## config.mk

```make
export PLATFORM = sky130hd
export DESIGN_NAME = wwdc_top
export DESIGN_NICKNAME = d
export VERILOG_FILES = /design/src/verilog/wwdc_pkg.sv /design/src/verilog/wwdc_tmr.sv /design/src/verilog/wwdc_top.sv
export VERILOG_INCLUDE_DIRS = /design/src /design/src/verilog
export SDC_FILE = /design/constraint.sdc
export NUM_CORES = 1
export LEC_CHECK = 0
export BUFFER_PORTS_ARGS = -buffer_cell sky130_fd_sc_hd__buf_2
export CORE_MARGIN = 5
export CORE_UTILIZATION = 60
export CTS_CLUSTER_DIAMETER = 50
export CTS_CLUSTER_SIZE = 12
export DETAILED_ROUTE_END_ITERATION = 16
export GPL_ROUTABILITY_DRIVEN = 0
export GPL_TIMING_DRIVEN = 0
export PLACE_DENSITY = 0.83
export SLEW_MARGIN = 20
export SYNTH_ARGS = -nofsm -noshare
export SYNTH_HDL_FRONTEND = slang
export SYNTH_SLANG_ARGS = --single-unit
```

## constraint.sdc

```tcl
create_clock -name sys_clk -period 17 [get_ports sys_clk]
set_input_delay 3.4 -clock sys_clk [delete_from_list [all_inputs] [get_ports sys_clk]]
set_output_delay 3.4 -clock sys_clk [all_outputs]
set_load 0.05 [all_outputs]
```

## src/verilog/wwdc_cfg.svh

```systemverilog
`ifndef WWDC_CFG_SVH
`define WWDC_CFG_SVH

// ==========================================================
// register indices (byte address is four times the index)
`define WWDC_IDX_CTRL      8'h0c
`define WWDC_IDX_TEST0     8'h0d
`define WWDC_IDX_TEST1     8'h0e
`define WWDC_IDX_SERVICE   8'h0f
`define WWDC_IDX_CLKSEL    8'h10
`define WWDC_IDX_STATUS    8'h11
`define WWDC_IDX_MASK      8'h12

// ==========================================================
// watchdog_control fields
`define WWDC_CTRL_WIN_BIT  7
`define WWDC_CTRL_FRZ_BIT  6
`define WWDC_CTRL_WMSK_BIT 5
`define WWDC_CTRL_RATE_LSB 0
`define WWDC_CTRL_RATE_W   3
`define WWDC_CTRL_RST      8'h00

// ==========================================================
// clock select fields
`define WWDC_CSEL_LO_BIT   0
`define WWDC_CSEL_HI_BIT   1
`define WWDC_CSEL_RST      2'h0

// ==========================================================
// status / mask bits
`define WWDC_EV_TIMEOUT    0
`define WWDC_EV_BADKEY     1
`define WWDC_EV_EARLY      2
`define WWDC_EV_W          3
`define WWDC_EV_RST        3'h0

// ==========================================================
// service keys
`define WWDC_KEY_FIRST     8'h55
`define WWDC_KEY_SECOND    8'haa

// ==========================================================
// timeout exponents, codes 1..7, one table per state of clock-select bit 1
`define WWDC_EXP_LO  '{5'h00, 5'h0e, 5'h10, 5'h12, 5'h14, 5'h16, 5'h17, 5'h18}
`define WWDC_EXP_HI  '{5'h00, 5'h07, 5'h09, 5'h0b, 5'h0d, 5'h0f, 5'h10, 5'h11}
`define WWDC_EXP_FORCED    5'h18

`endif

```

## src/verilog/wwdc_pkg.sv

```systemverilog
package wwdc_pkg;

	// ==========================================================
	// control register contents
	typedef struct packed {
		logic       win;
		logic       frz;
		logic [2:0] rate;
	} wwdc_ctrl_s;

	// ==========================================================
	// synchronised external levels
	typedef struct packed {
		logic dbg;
		logic spec;
		logic aclk;
		logic xtal;
		logic rc;
	} wwdc_pins_s;

endpackage : wwdc_pkg

```

## src/verilog/wwdc_tmr.sv

```systemverilog
`include "wwdc_cfg.svh"

module wwdc_tmr #(
	parameter int W = 25
) (
	// clock and reset
	input  wire logic         sys_clk,
	input  wire logic         srst,
	input  wire logic         ce,
	// control
	input  wire logic         tick,
	input  wire logic         run,
	input  wire logic         restart,
	input  wire logic [4:0]   exp_sel,
	// state
	output logic [W-1:0]      cnt_r,
	output logic              expire,
	output logic              in_window
);

	logic [W-1:0] limit;
	logic [W-1:0] win_start;
	logic [W-1:0] cnt_nxt;

	// ==========================================================
	// period and last-quarter window
	assign limit     = W'(1) << exp_sel;
	assign win_start = limit - (limit >> 2);
	assign in_window = cnt_r >= win_start;
	assign expire    = run & tick & (cnt_r == limit - W'(1));

	assign cnt_nxt = restart ? '0 :
		(run & tick) ? cnt_r + W'(1) : cnt_r;

	always_ff @(posedge sys_clk) begin
		if (srst) begin
			cnt_r <= '0;
		end else if (ce) begin
			cnt_r <= cnt_nxt;
		end
	end

endmodule : wwdc_tmr

```

## src/verilog/wwdc_top.sv

```systemverilog
`include "wwdc_cfg.svh"

module wwdc_top #(
	parameter int SHORTEN = 0
) (
	// clock, reset, enable
	input  wire logic         sys_clk,
	input  wire logic         srst,
	input  wire logic         ce,
	// wishbone slave
	input  wire logic         wb_cyc_i,
	input  wire logic         wb_stb_i,
	input  wire logic         wb_we_i,
	input  wire logic [9:0]   wb_adr_i,
	input  wire logic [3:0]   wb_sel_i,
	input  wire logic [31:0]  wb_dat_i,
	output logic [31:0]       wb_dat_o,
	output logic              wb_ack_o,
	// asynchronous pins
	input  wire logic         internal_rc_clock,
	input  wire logic         crystal_clock,
	input  wire logic         autonomous_clock,
	input  wire logic         background_debug,
	input  wire logic         special_mode,
	// results
	output logic              sys_reset_req_r,
	output logic              rti_halt_r,
	output logic              irq_r
);

	localparam int         CW = 25;
	localparam logic [4:0] EXP_LO [8] = `WWDC_EXP_LO;
	localparam logic [4:0] EXP_HI [8] = `WWDC_EXP_HI;

	// ==========================================================
	// pin synchronisers
	wwdc_pkg::wwdc_pins_s pins_in;
	logic [4:0]           sync1_r;
	logic [4:0]           sync2_r;
	logic [4:0]           sync3_r;
	wwdc_pkg::wwdc_pins_s pin_s;
	wwdc_pkg::wwdc_pins_s pin_rise;

	assign pins_in = '{dbg: background_debug, spec: special_mode,
		aclk: autonomous_clock, xtal: crystal_clock,
		rc: internal_rc_clock};

	genvar gi;
	generate
		for (gi = 0; gi < 5; gi++) begin : g_sync
			always_ff @(posedge sys_clk) begin
				if (srst) begin
					sync1_r[gi] <= 1'b0;
					sync2_r[gi] <= 1'b0;
					sync3_r[gi] <= 1'b0;
				end else if (ce) begin
					sync1_r[gi] <= pins_in[gi];
					sync2_r[gi] <= sync1_r[gi];
					sync3_r[gi] <= sync2_r[gi];
				end
			end
		end
	endgenerate

	assign pin_s    = sync2_r;
	assign pin_rise = sync2_r & ~sync3_r;

	// ==========================================================
	// bus decode
	logic       acc;
	logic       bus_wr;
	logic       bus_rd;
	logic [7:0] idx;
	logic [7:0] d;
	logic       sel_ctrl;
	logic       sel_test;
	logic       sel_srv;
	logic       sel_csel;
	logic       sel_stat;
	logic       sel_mask;

	assign acc      = wb_cyc_i & wb_stb_i & ~wb_ack_o;
	assign bus_wr   = acc & wb_we_i & wb_sel_i[0];
	assign bus_rd   = acc & ~wb_we_i;
	assign idx      = wb_adr_i[9:2];
	assign d        = wb_dat_i[7:0];
	assign sel_ctrl = idx == `WWDC_IDX_CTRL;
	assign sel_test = (idx == `WWDC_IDX_TEST0) |
		(idx == `WWDC_IDX_TEST1);
	assign sel_srv  = idx == `WWDC_IDX_SERVICE;
	assign sel_csel = idx == `WWDC_IDX_CLKSEL;
	assign sel_stat = idx == `WWDC_IDX_STATUS;
	assign sel_mask = idx == `WWDC_IDX_MASK;

	// ==========================================================
	// control register
	wwdc_pkg::wwdc_ctrl_s ctrl_r;
	wwdc_pkg::wwdc_ctrl_s ctrl_nxt;
	logic                 once_r;
	logic                 once_nxt;
	logic [1:0]           csel_r;
	logic [1:0]           csel_nxt;
	logic                 wr_ctrl;
	logic                 wmask;
	logic                 cfg_ok;
	logic                 rate_ok;
	logic                 ctrl_restart;
	logic                 csel_chg;
	logic                 en;

	assign wr_ctrl = bus_wr & sel_ctrl;
	assign wmask   = d[`WWDC_CTRL_WMSK_BIT];
	assign cfg_ok  = wr_ctrl & ~wmask & (pin_s.spec | ~once_r);
	// zero rate in normal mode leaves the old rate but uses the write
	assign rate_ok = cfg_ok & (pin_s.spec |
		(d[2:0] != 3'h0));

	assign ctrl_nxt.rate = rate_ok ? d[2:0] : ctrl_r.rate;
	assign ctrl_nxt.win  = ~cfg_ok ? ctrl_r.win :
		pin_s.spec ? d[`WWDC_CTRL_WIN_BIT] :
		(ctrl_r.win | d[`WWDC_CTRL_WIN_BIT]);
	assign ctrl_nxt.frz  = ~wr_ctrl ? ctrl_r.frz :
		pin_s.spec ? d[`WWDC_CTRL_FRZ_BIT] :
		(ctrl_r.frz | d[`WWDC_CTRL_FRZ_BIT]);
	assign once_nxt = once_r | (wr_ctrl & ~wmask & ~pin_s.spec);

	assign ctrl_restart = wr_ctrl & (pin_s.spec |
		(cfg_ok & ((d[2:0] != 3'h0) | d[`WWDC_CTRL_WIN_BIT])) |
		(~ctrl_r.frz & d[`WWDC_CTRL_FRZ_BIT]));
	assign csel_nxt = (bus_wr & sel_csel) ? d[1:0] : csel_r;
	assign csel_chg = csel_nxt != csel_r;
	assign en       = ctrl_r.rate != 3'h0;

	always_ff @(posedge sys_clk) begin
		if (srst) begin
			ctrl_r <= 5'(`WWDC_CTRL_RST);
			once_r <= 1'b0;
			csel_r <= `WWDC_CSEL_RST;
		end else if (ce) begin
			ctrl_r <= ctrl_nxt;
			once_r <= once_nxt;
			csel_r <= csel_nxt;
		end
	end

	// ==========================================================
	// watchdog clock selection
	logic aclk_half_r;
	logic tick;

	always_ff @(posedge sys_clk) begin
		if (srst) begin
			aclk_half_r <= 1'b0;
		end else if (ce && pin_rise.aclk) begin
			aclk_half_r <= ~aclk_half_r;
		end
	end

	assign tick = csel_r[`WWDC_CSEL_HI_BIT] ?
		(pin_rise.aclk & aclk_half_r) :
		csel_r[`WWDC_CSEL_LO_BIT] ? pin_rise.xtal :
		pin_rise.rc;

	// ==========================================================
	// period selection and mode
	logic       forced;
	logic       frozen;
	logic       eff_win;
	logic [4:0] exp_raw;
	logic [4:0] exp_sel;

	assign forced  = en & pin_s.dbg & ~ctrl_r.frz & pin_s.spec;
	assign frozen  = ctrl_r.frz & pin_s.dbg;
	assign eff_win = ctrl_r.win & ~forced;
	assign exp_raw = forced ? `WWDC_EXP_FORCED :
		csel_r[`WWDC_CSEL_HI_BIT] ? EXP_HI[ctrl_r.rate] :
		EXP_LO[ctrl_r.rate];
	assign exp_sel = 5'(exp_raw - 5'(SHORTEN));

	// ==========================================================
	// service register
	logic srv_wr;
	logic key1;
	logic key2;
	logic early;
	logic bad;
	logic svc_done;
	logic armed_r;
	logic in_window;
	logic expire;
	logic restart;
	logic [CW-1:0] cnt;

	assign srv_wr   = bus_wr & sel_srv & en;
	assign key1     = d == `WWDC_KEY_FIRST;
	assign key2     = d == `WWDC_KEY_SECOND;
	assign early    = eff_win & ~in_window;
	assign bad      = srv_wr & (~(key1 | key2) | early);
	assign svc_done = srv_wr & key2 & armed_r & ~early;
	assign restart  = svc_done | ctrl_restart | csel_chg | ~en;

	always_ff @(posedge sys_clk) begin
		if (srst) begin
			armed_r <= 1'b0;
		end else if (ce) begin
			if (restart) begin
				armed_r <= 1'b0;
			end else if (srv_wr && key1 && !early) begin
				armed_r <= 1'b1;
			end
		end
	end

	wwdc_tmr #(
		.W (CW)
	) u_tmr (
		.sys_clk   (sys_clk),
		.srst      (srst),
		.ce        (ce),
		.tick      (tick),
		.run       (en & ~frozen),
		.restart   (restart),
		.exp_sel   (exp_sel),
		.cnt_r     (cnt),
		.expire    (expire),
		.in_window (in_window)
	);

	// ==========================================================
	// events, interrupt, reset request
	logic [`WWDC_EV_W-1:0] ev;
	logic [`WWDC_EV_W-1:0] stat_r;
	logic [`WWDC_EV_W-1:0] stat_nxt;
	logic [`WWDC_EV_W-1:0] mask_r;
	logic                  rd_stat;

	assign ev[`WWDC_EV_TIMEOUT] = expire;
	assign ev[`WWDC_EV_BADKEY]  = srv_wr & ~(key1 | key2);
	assign ev[`WWDC_EV_EARLY]   = srv_wr & early;
	assign rd_stat  = bus_rd & sel_stat;
	assign stat_nxt = (rd_stat ? '0 : stat_r) | ev;

	always_ff @(posedge sys_clk) begin
		if (srst) begin
			stat_r          <= `WWDC_EV_RST;
			mask_r          <= `WWDC_EV_RST;
			irq_r           <= 1'b0;
			sys_reset_req_r <= 1'b0;
			rti_halt_r      <= 1'b0;
		end else if (ce) begin
			stat_r          <= stat_nxt;
			if (bus_wr && sel_mask) begin
				mask_r      <= d[`WWDC_EV_W-1:0];
			end
			irq_r           <= |(stat_nxt & mask_r);
			sys_reset_req_r <= sys_reset_req_r | expire | bad;
			rti_halt_r      <= frozen;
		end
	end

	// ==========================================================
	// read data and acknowledge
	logic [7:0] rdata;

	assign rdata = sel_ctrl ? {ctrl_r.win, ctrl_r.frz, 3'h0,
		ctrl_r.rate} :
		sel_csel ? {6'h00, csel_r} :
		sel_stat ? {5'h00, stat_r} :
		sel_mask ? {5'h00, mask_r} :
		8'h00;

	always_ff @(posedge sys_clk) begin
		if (srst) begin
			wb_ack_o <= 1'b0;
			wb_dat_o <= 32'h0000_0000;
		end else if (ce) begin
			wb_ack_o <= acc;
			if (bus_rd) begin
				wb_dat_o <= {24'h00_0000, rdata};
			end
		end
	end
endmodule : wwdc_top

```

==> summary.txt <==
Status
  – Run status: completed

Timing
  – Worst setup skew after layout: 0.0133 ns
  – Count of endpoints failing setup in the final report: 0
  – Worst hold slack: 0.487 ns
  – Count of endpoints failing hold in the final timing report: 0
  – Remaining max-slew budget at the tightest pin: 0.379
  – Final Cycle Share: 0.438
  – Fin Setup TNS: 0 ns
  – Setup repair after global routing missed its margin: no
  – Total count of max-transition violations in the final report: 0
  – Final Critical Period: 7.45 ns
  – Highest Clock Rate: 134 MHz
  – Measured slew at the worst slew-check pin: 0.921 ns

Setup path
  – Launching element type of the critical path: flop
  – FF-to-FF Start: ctrl_r[1]
  – Capture point of the worst reg-to-reg path: u_tmr.cnt_r[4]
  – Crit. End Element: flop
  – Required time at the worst-slack endpoint: 17.28 ns
  – Slowest cell delay on critical path: 0.71 ns
  – WS Path Type: reg -> reg
  – End point of the critical path: u_tmr.cnt_r[4]
  – Worst endpoint data arrival time: 7.73 ns
  – Slack of the worst reg-to-reg path: 9.55 ns
  – Crit path from: ctrl_r[1]
  – Stages on the worst setup path: 27
  – Standard cell with the maximum stage delay on the critical path: sky130_fd_sc_hd__nor4_1
  – Logic depth of the worst register-to-register path: 27
  – Buf+Inv Stages, Crit Path: 5
  – Maximum fanout encountered on the critical timing path: 11
  – Cell class contributing the biggest share of worst-path delay: compound AO/OA/AOI/OAI gates

Clock tree
  – H-tree levels: 3
  – Cell chosen for the clock root: sky130_fd_sc_hd__clkbuf_8
  – Number of buffers inserted during clock tree synthesis: 9
  – Number of post-CTS setup repair buffers: 0
  – CTS Hold Bufs: 0
  – Clock transition at the registers of the reported paths: 0.07 ns
  – Post_cts resized: 0
  – Clock Sinks: 63
  – Insertion delay to the later sink of the worst-skew pair: 0.36 ns
  – Clock tree from TritonCTS: built
  – Clock Path Buffers: 2

Global route
  – Maximum number of pins on one net before global-route repair: 12
  – GR Util All Layers: 0.269
  – Vias in the first global route: 5,843
  – GRT Residual Overflow: 0
  – Number of antenna violations at the first check in global routing: 0
  – Wire length of the first global-routing pass: 28,300 um

Routing
  – Top layer reached by signal wires: met4
  – Detailed-router iteration count before antenna repair: 5
  – DRC: 0
  – Routed length on met1: 7400 um
  – Met3 WL post-DR: 1590 um
  – Iteration-0 DRC count of the detailed router: 623
  – Number of antenna-violating nets in the routed design: 0
  – Avg WL per Cell: 16.5 um
  – DR vias: 6,308
  – WL met2: 7750 um
  – Wire length reported by the detailed router: 17,200 um
  – Via-to-Cell Ratio: 6.07

Die
  – Area of the die: 12,900 um2
  – Floorplan die height: 114 um
  – Initial standard-cell utilization of the core: 0.619
  – Die Span X: 114 um
  – Floorplan Core Area: 10,400 um2
  – Total number of placement rows: 37
  – Boundary Pins: 93

Placement
  – Buffers on Ports: 32
  – Number of cells in the design after placement: 1,025
  – Sum of net half-perimeters after detailed placement: 13,500 um

Layout
  – Final core utilization: 0.684
  – Layout area overhead: 10.4%
  – Nets: 1,019
  – Count of non-filler cells in the finished layout: 1,040
  – Final-layout fill cell count: 872
  – Layout cell share with drive strength beyond 1: 0.125
  – Antenna cells: 0

Yosys
  – Post-synthesis async set-or-reset flop share: 0
  – Number of enable-type register cells in the synthesized netlist: 0
  – Cells taking the most area after synthesis: sky130_fd_sc_hd__dfxtp_1 20%, sky130_fd_sc_hd__ha_1 12%, sky130_fd_sc_hd__nor2_1 5.6%
  – Sequential-to-total area share from yosys stat: 0.195
  – Synth top cells by count: 97 x sky130_fd_sc_hd__nor2_1, 63 x sky130_fd_sc_hd__dfxtp_1, 62 x sky130_fd_sc_hd__nand2_1
  – Mapped Avg Cell Area: 7.76 um2
  – Library cells used by synthesis: 91
  – Area fraction of the dominant cell type after synthesis: 0.195
  – Synth Warn #: 0
  – Synthesis-stage register bit count: 63
  – Dominant cell type by area after synthesis: sky130_fd_sc_hd__dfxtp_1
  – Post-Synthesis Cell Area: 6450 um2
  – Cells after synthesis: 831
  – Most common cell in the synthesized netlist: sky130_fd_sc_hd__nor2_1
  – Top FF cell, synth: sky130_fd_sc_hd__dfxtp_1

Pwr
  – Leak: 3.10 nW
  – Overall power consumption: 0.000346 W
  – Worst ir drop on vdd: 72.8 uV
  – Cell Pwr Density: 48.6 nW/um2

Hold path
  – Startpoint of the most critical hold path: wb_dat_o[0]
  – Class of the tightest hold or removal check: reg -> reg
  – Number of stages on the worst hold path: 2

Flow run
  – Max Cap Viol: 0
## power by group
part | leakage [nW] | internal [W] | switching (W)
Combinational | 2.47 | 0.0000109 | 0.0000255
Clock | 0.119 | 0.000101 | 0.0000591
Sequential | 0.509 | 0.000149 | 0.00000100
Total | 3.10 | 0.000261 | 0.0000857
## per-stage QoR
step                      setup WS [ns]  cell area, um2
after floorplan                   10.86            6550
after global placement             9.76            6880
after detailed placement           9.71            6880
after CTS                          9.69            7120
after global routing               9.01            7120
final                              9.55            7120
## final cells by class
type	count	area, um2	area share
plain buffers	58	359	0.0504
clock inverters	5	106	0.0149
flip-flops and latches	63	1260	0.177
multi-input cells	692	4760	0.668
repair buffers	32	160	0.0225
well taps	136	170	0.0239
clock buffers	10	138	0.0193
inverters	44	168	0.0235
## worst register-to-register path, cell delays in order (launching register included)
cell                       delay [ns]
sky130_fd_sc_hd__dfxtp_1         0.42
sky130_fd_sc_hd__inv_1           0.22
sky130_fd_sc_hd__ha_1            0.17
sky130_fd_sc_hd__nor2b_1         0.49
sky130_fd_sc_hd__nor3_4          0.18
sky130_fd_sc_hd__clkbuf_1        0.29
sky130_fd_sc_hd__nor4_1          0.71
sky130_fd_sc_hd__inv_1           0.10
sky130_fd_sc_hd__ha_1            0.27
sky130_fd_sc_hd__or4_1           0.52
sky130_fd_sc_hd__a21oi_1         0.13
sky130_fd_sc_hd__a32oi_1         0.20
sky130_fd_sc_hd__a41oi_1         0.34
sky130_fd_sc_hd__o21bai_1        0.16
sky130_fd_sc_hd__a211o_1         0.30
sky130_fd_sc_hd__a31o_2          0.23
sky130_fd_sc_hd__a21oi_1         0.17
sky130_fd_sc_hd__xor2_1          0.09
sky130_fd_sc_hd__ha_1            0.27
sky130_fd_sc_hd__nand2_1         0.05
sky130_fd_sc_hd__a21oi_1         0.20
sky130_fd_sc_hd__inv_1           0.06
sky130_fd_sc_hd__o41a_1          0.43
sky130_fd_sc_hd__o211ai_1        0.46
sky130_fd_sc_hd__clkbuf_1        0.43
sky130_fd_sc_hd__nand4_1         0.17
sky130_fd_sc_hd__xor2_1          0.17
sky130_fd_sc_hd__nor2_1          0.13
## registers in the layout (all words and copies together) (netlist names)
signal,cells
rti_halt_r,1
sync1_r,5
once_r,1
ctrl_r,5
irq_r,1
u_tmr.cnt_r,25
sync3_r,3
wb_dat_o,5
pin_s,5
mask_r,3
csel_r,2
stat_r,3
aclk_half_r,1
wb_ack_o,1
sys_reset_req_r,1
armed_r,1
## placed cells by master (no fill, tap or decap), types with 27 or more instances in the layout
| cell type | count |
|---|---|
| sky130_fd_sc_hd__xor2_1 | 40 |
| sky130_fd_sc_hd__nand2_1 | 62 |
| sky130_fd_sc_hd__o21ai_0 | 30 |
| sky130_fd_sc_hd__nand4_1 | 29 |
| sky130_fd_sc_hd__xnor2_1 | 32 |
| sky130_fd_sc_hd__conb_1 | 27 |
| sky130_fd_sc_hd__ha_1 | 61 |
| sky130_fd_sc_hd__dfxtp_1 | 63 |
| sky130_fd_sc_hd__buf_4 | 31 |
| sky130_fd_sc_hd__buf_2 | 34 |
| sky130_fd_sc_hd__a21oi_1 | 40 |
| sky130_fd_sc_hd__inv_1 | 41 |
| sky130_fd_sc_hd__mux2i_1 | 27 |
| sky130_fd_sc_hd__nor2_1 | 97 |
## logic make-up after synthesis
group	count (synthesis)	synth area share
multiplexers	29	0.0458
buffers and inverters	102	0.0816
XOR/XNOR	72	0.0977
flip-flops	63	0.195
AND/OR/NAND/NOR	330	0.267
other	1	0.000581
AO/OA/AOI/OAI	172	0.191
adder cells (fa/ha/maj)	62	0.121
## worst min path at each step
| stage | to |
|---|---|
| detailed placement | rti_halt_r |
| global placement | sync3_r[1] |
| CTS | rti_halt_r |
| floorplan | stat_r[2] |
| finish | wb_dat_o[0] |
| global route | aclk_half_r |
## layer usage
metal  up-vias  track usage
met4         0        0.100
met5         -            0
met2       289        0.426
met3        48       0.0435
met1      2903        0.369
li1       3068            -
Note: power is estimated with default switching activity, not from simulation.
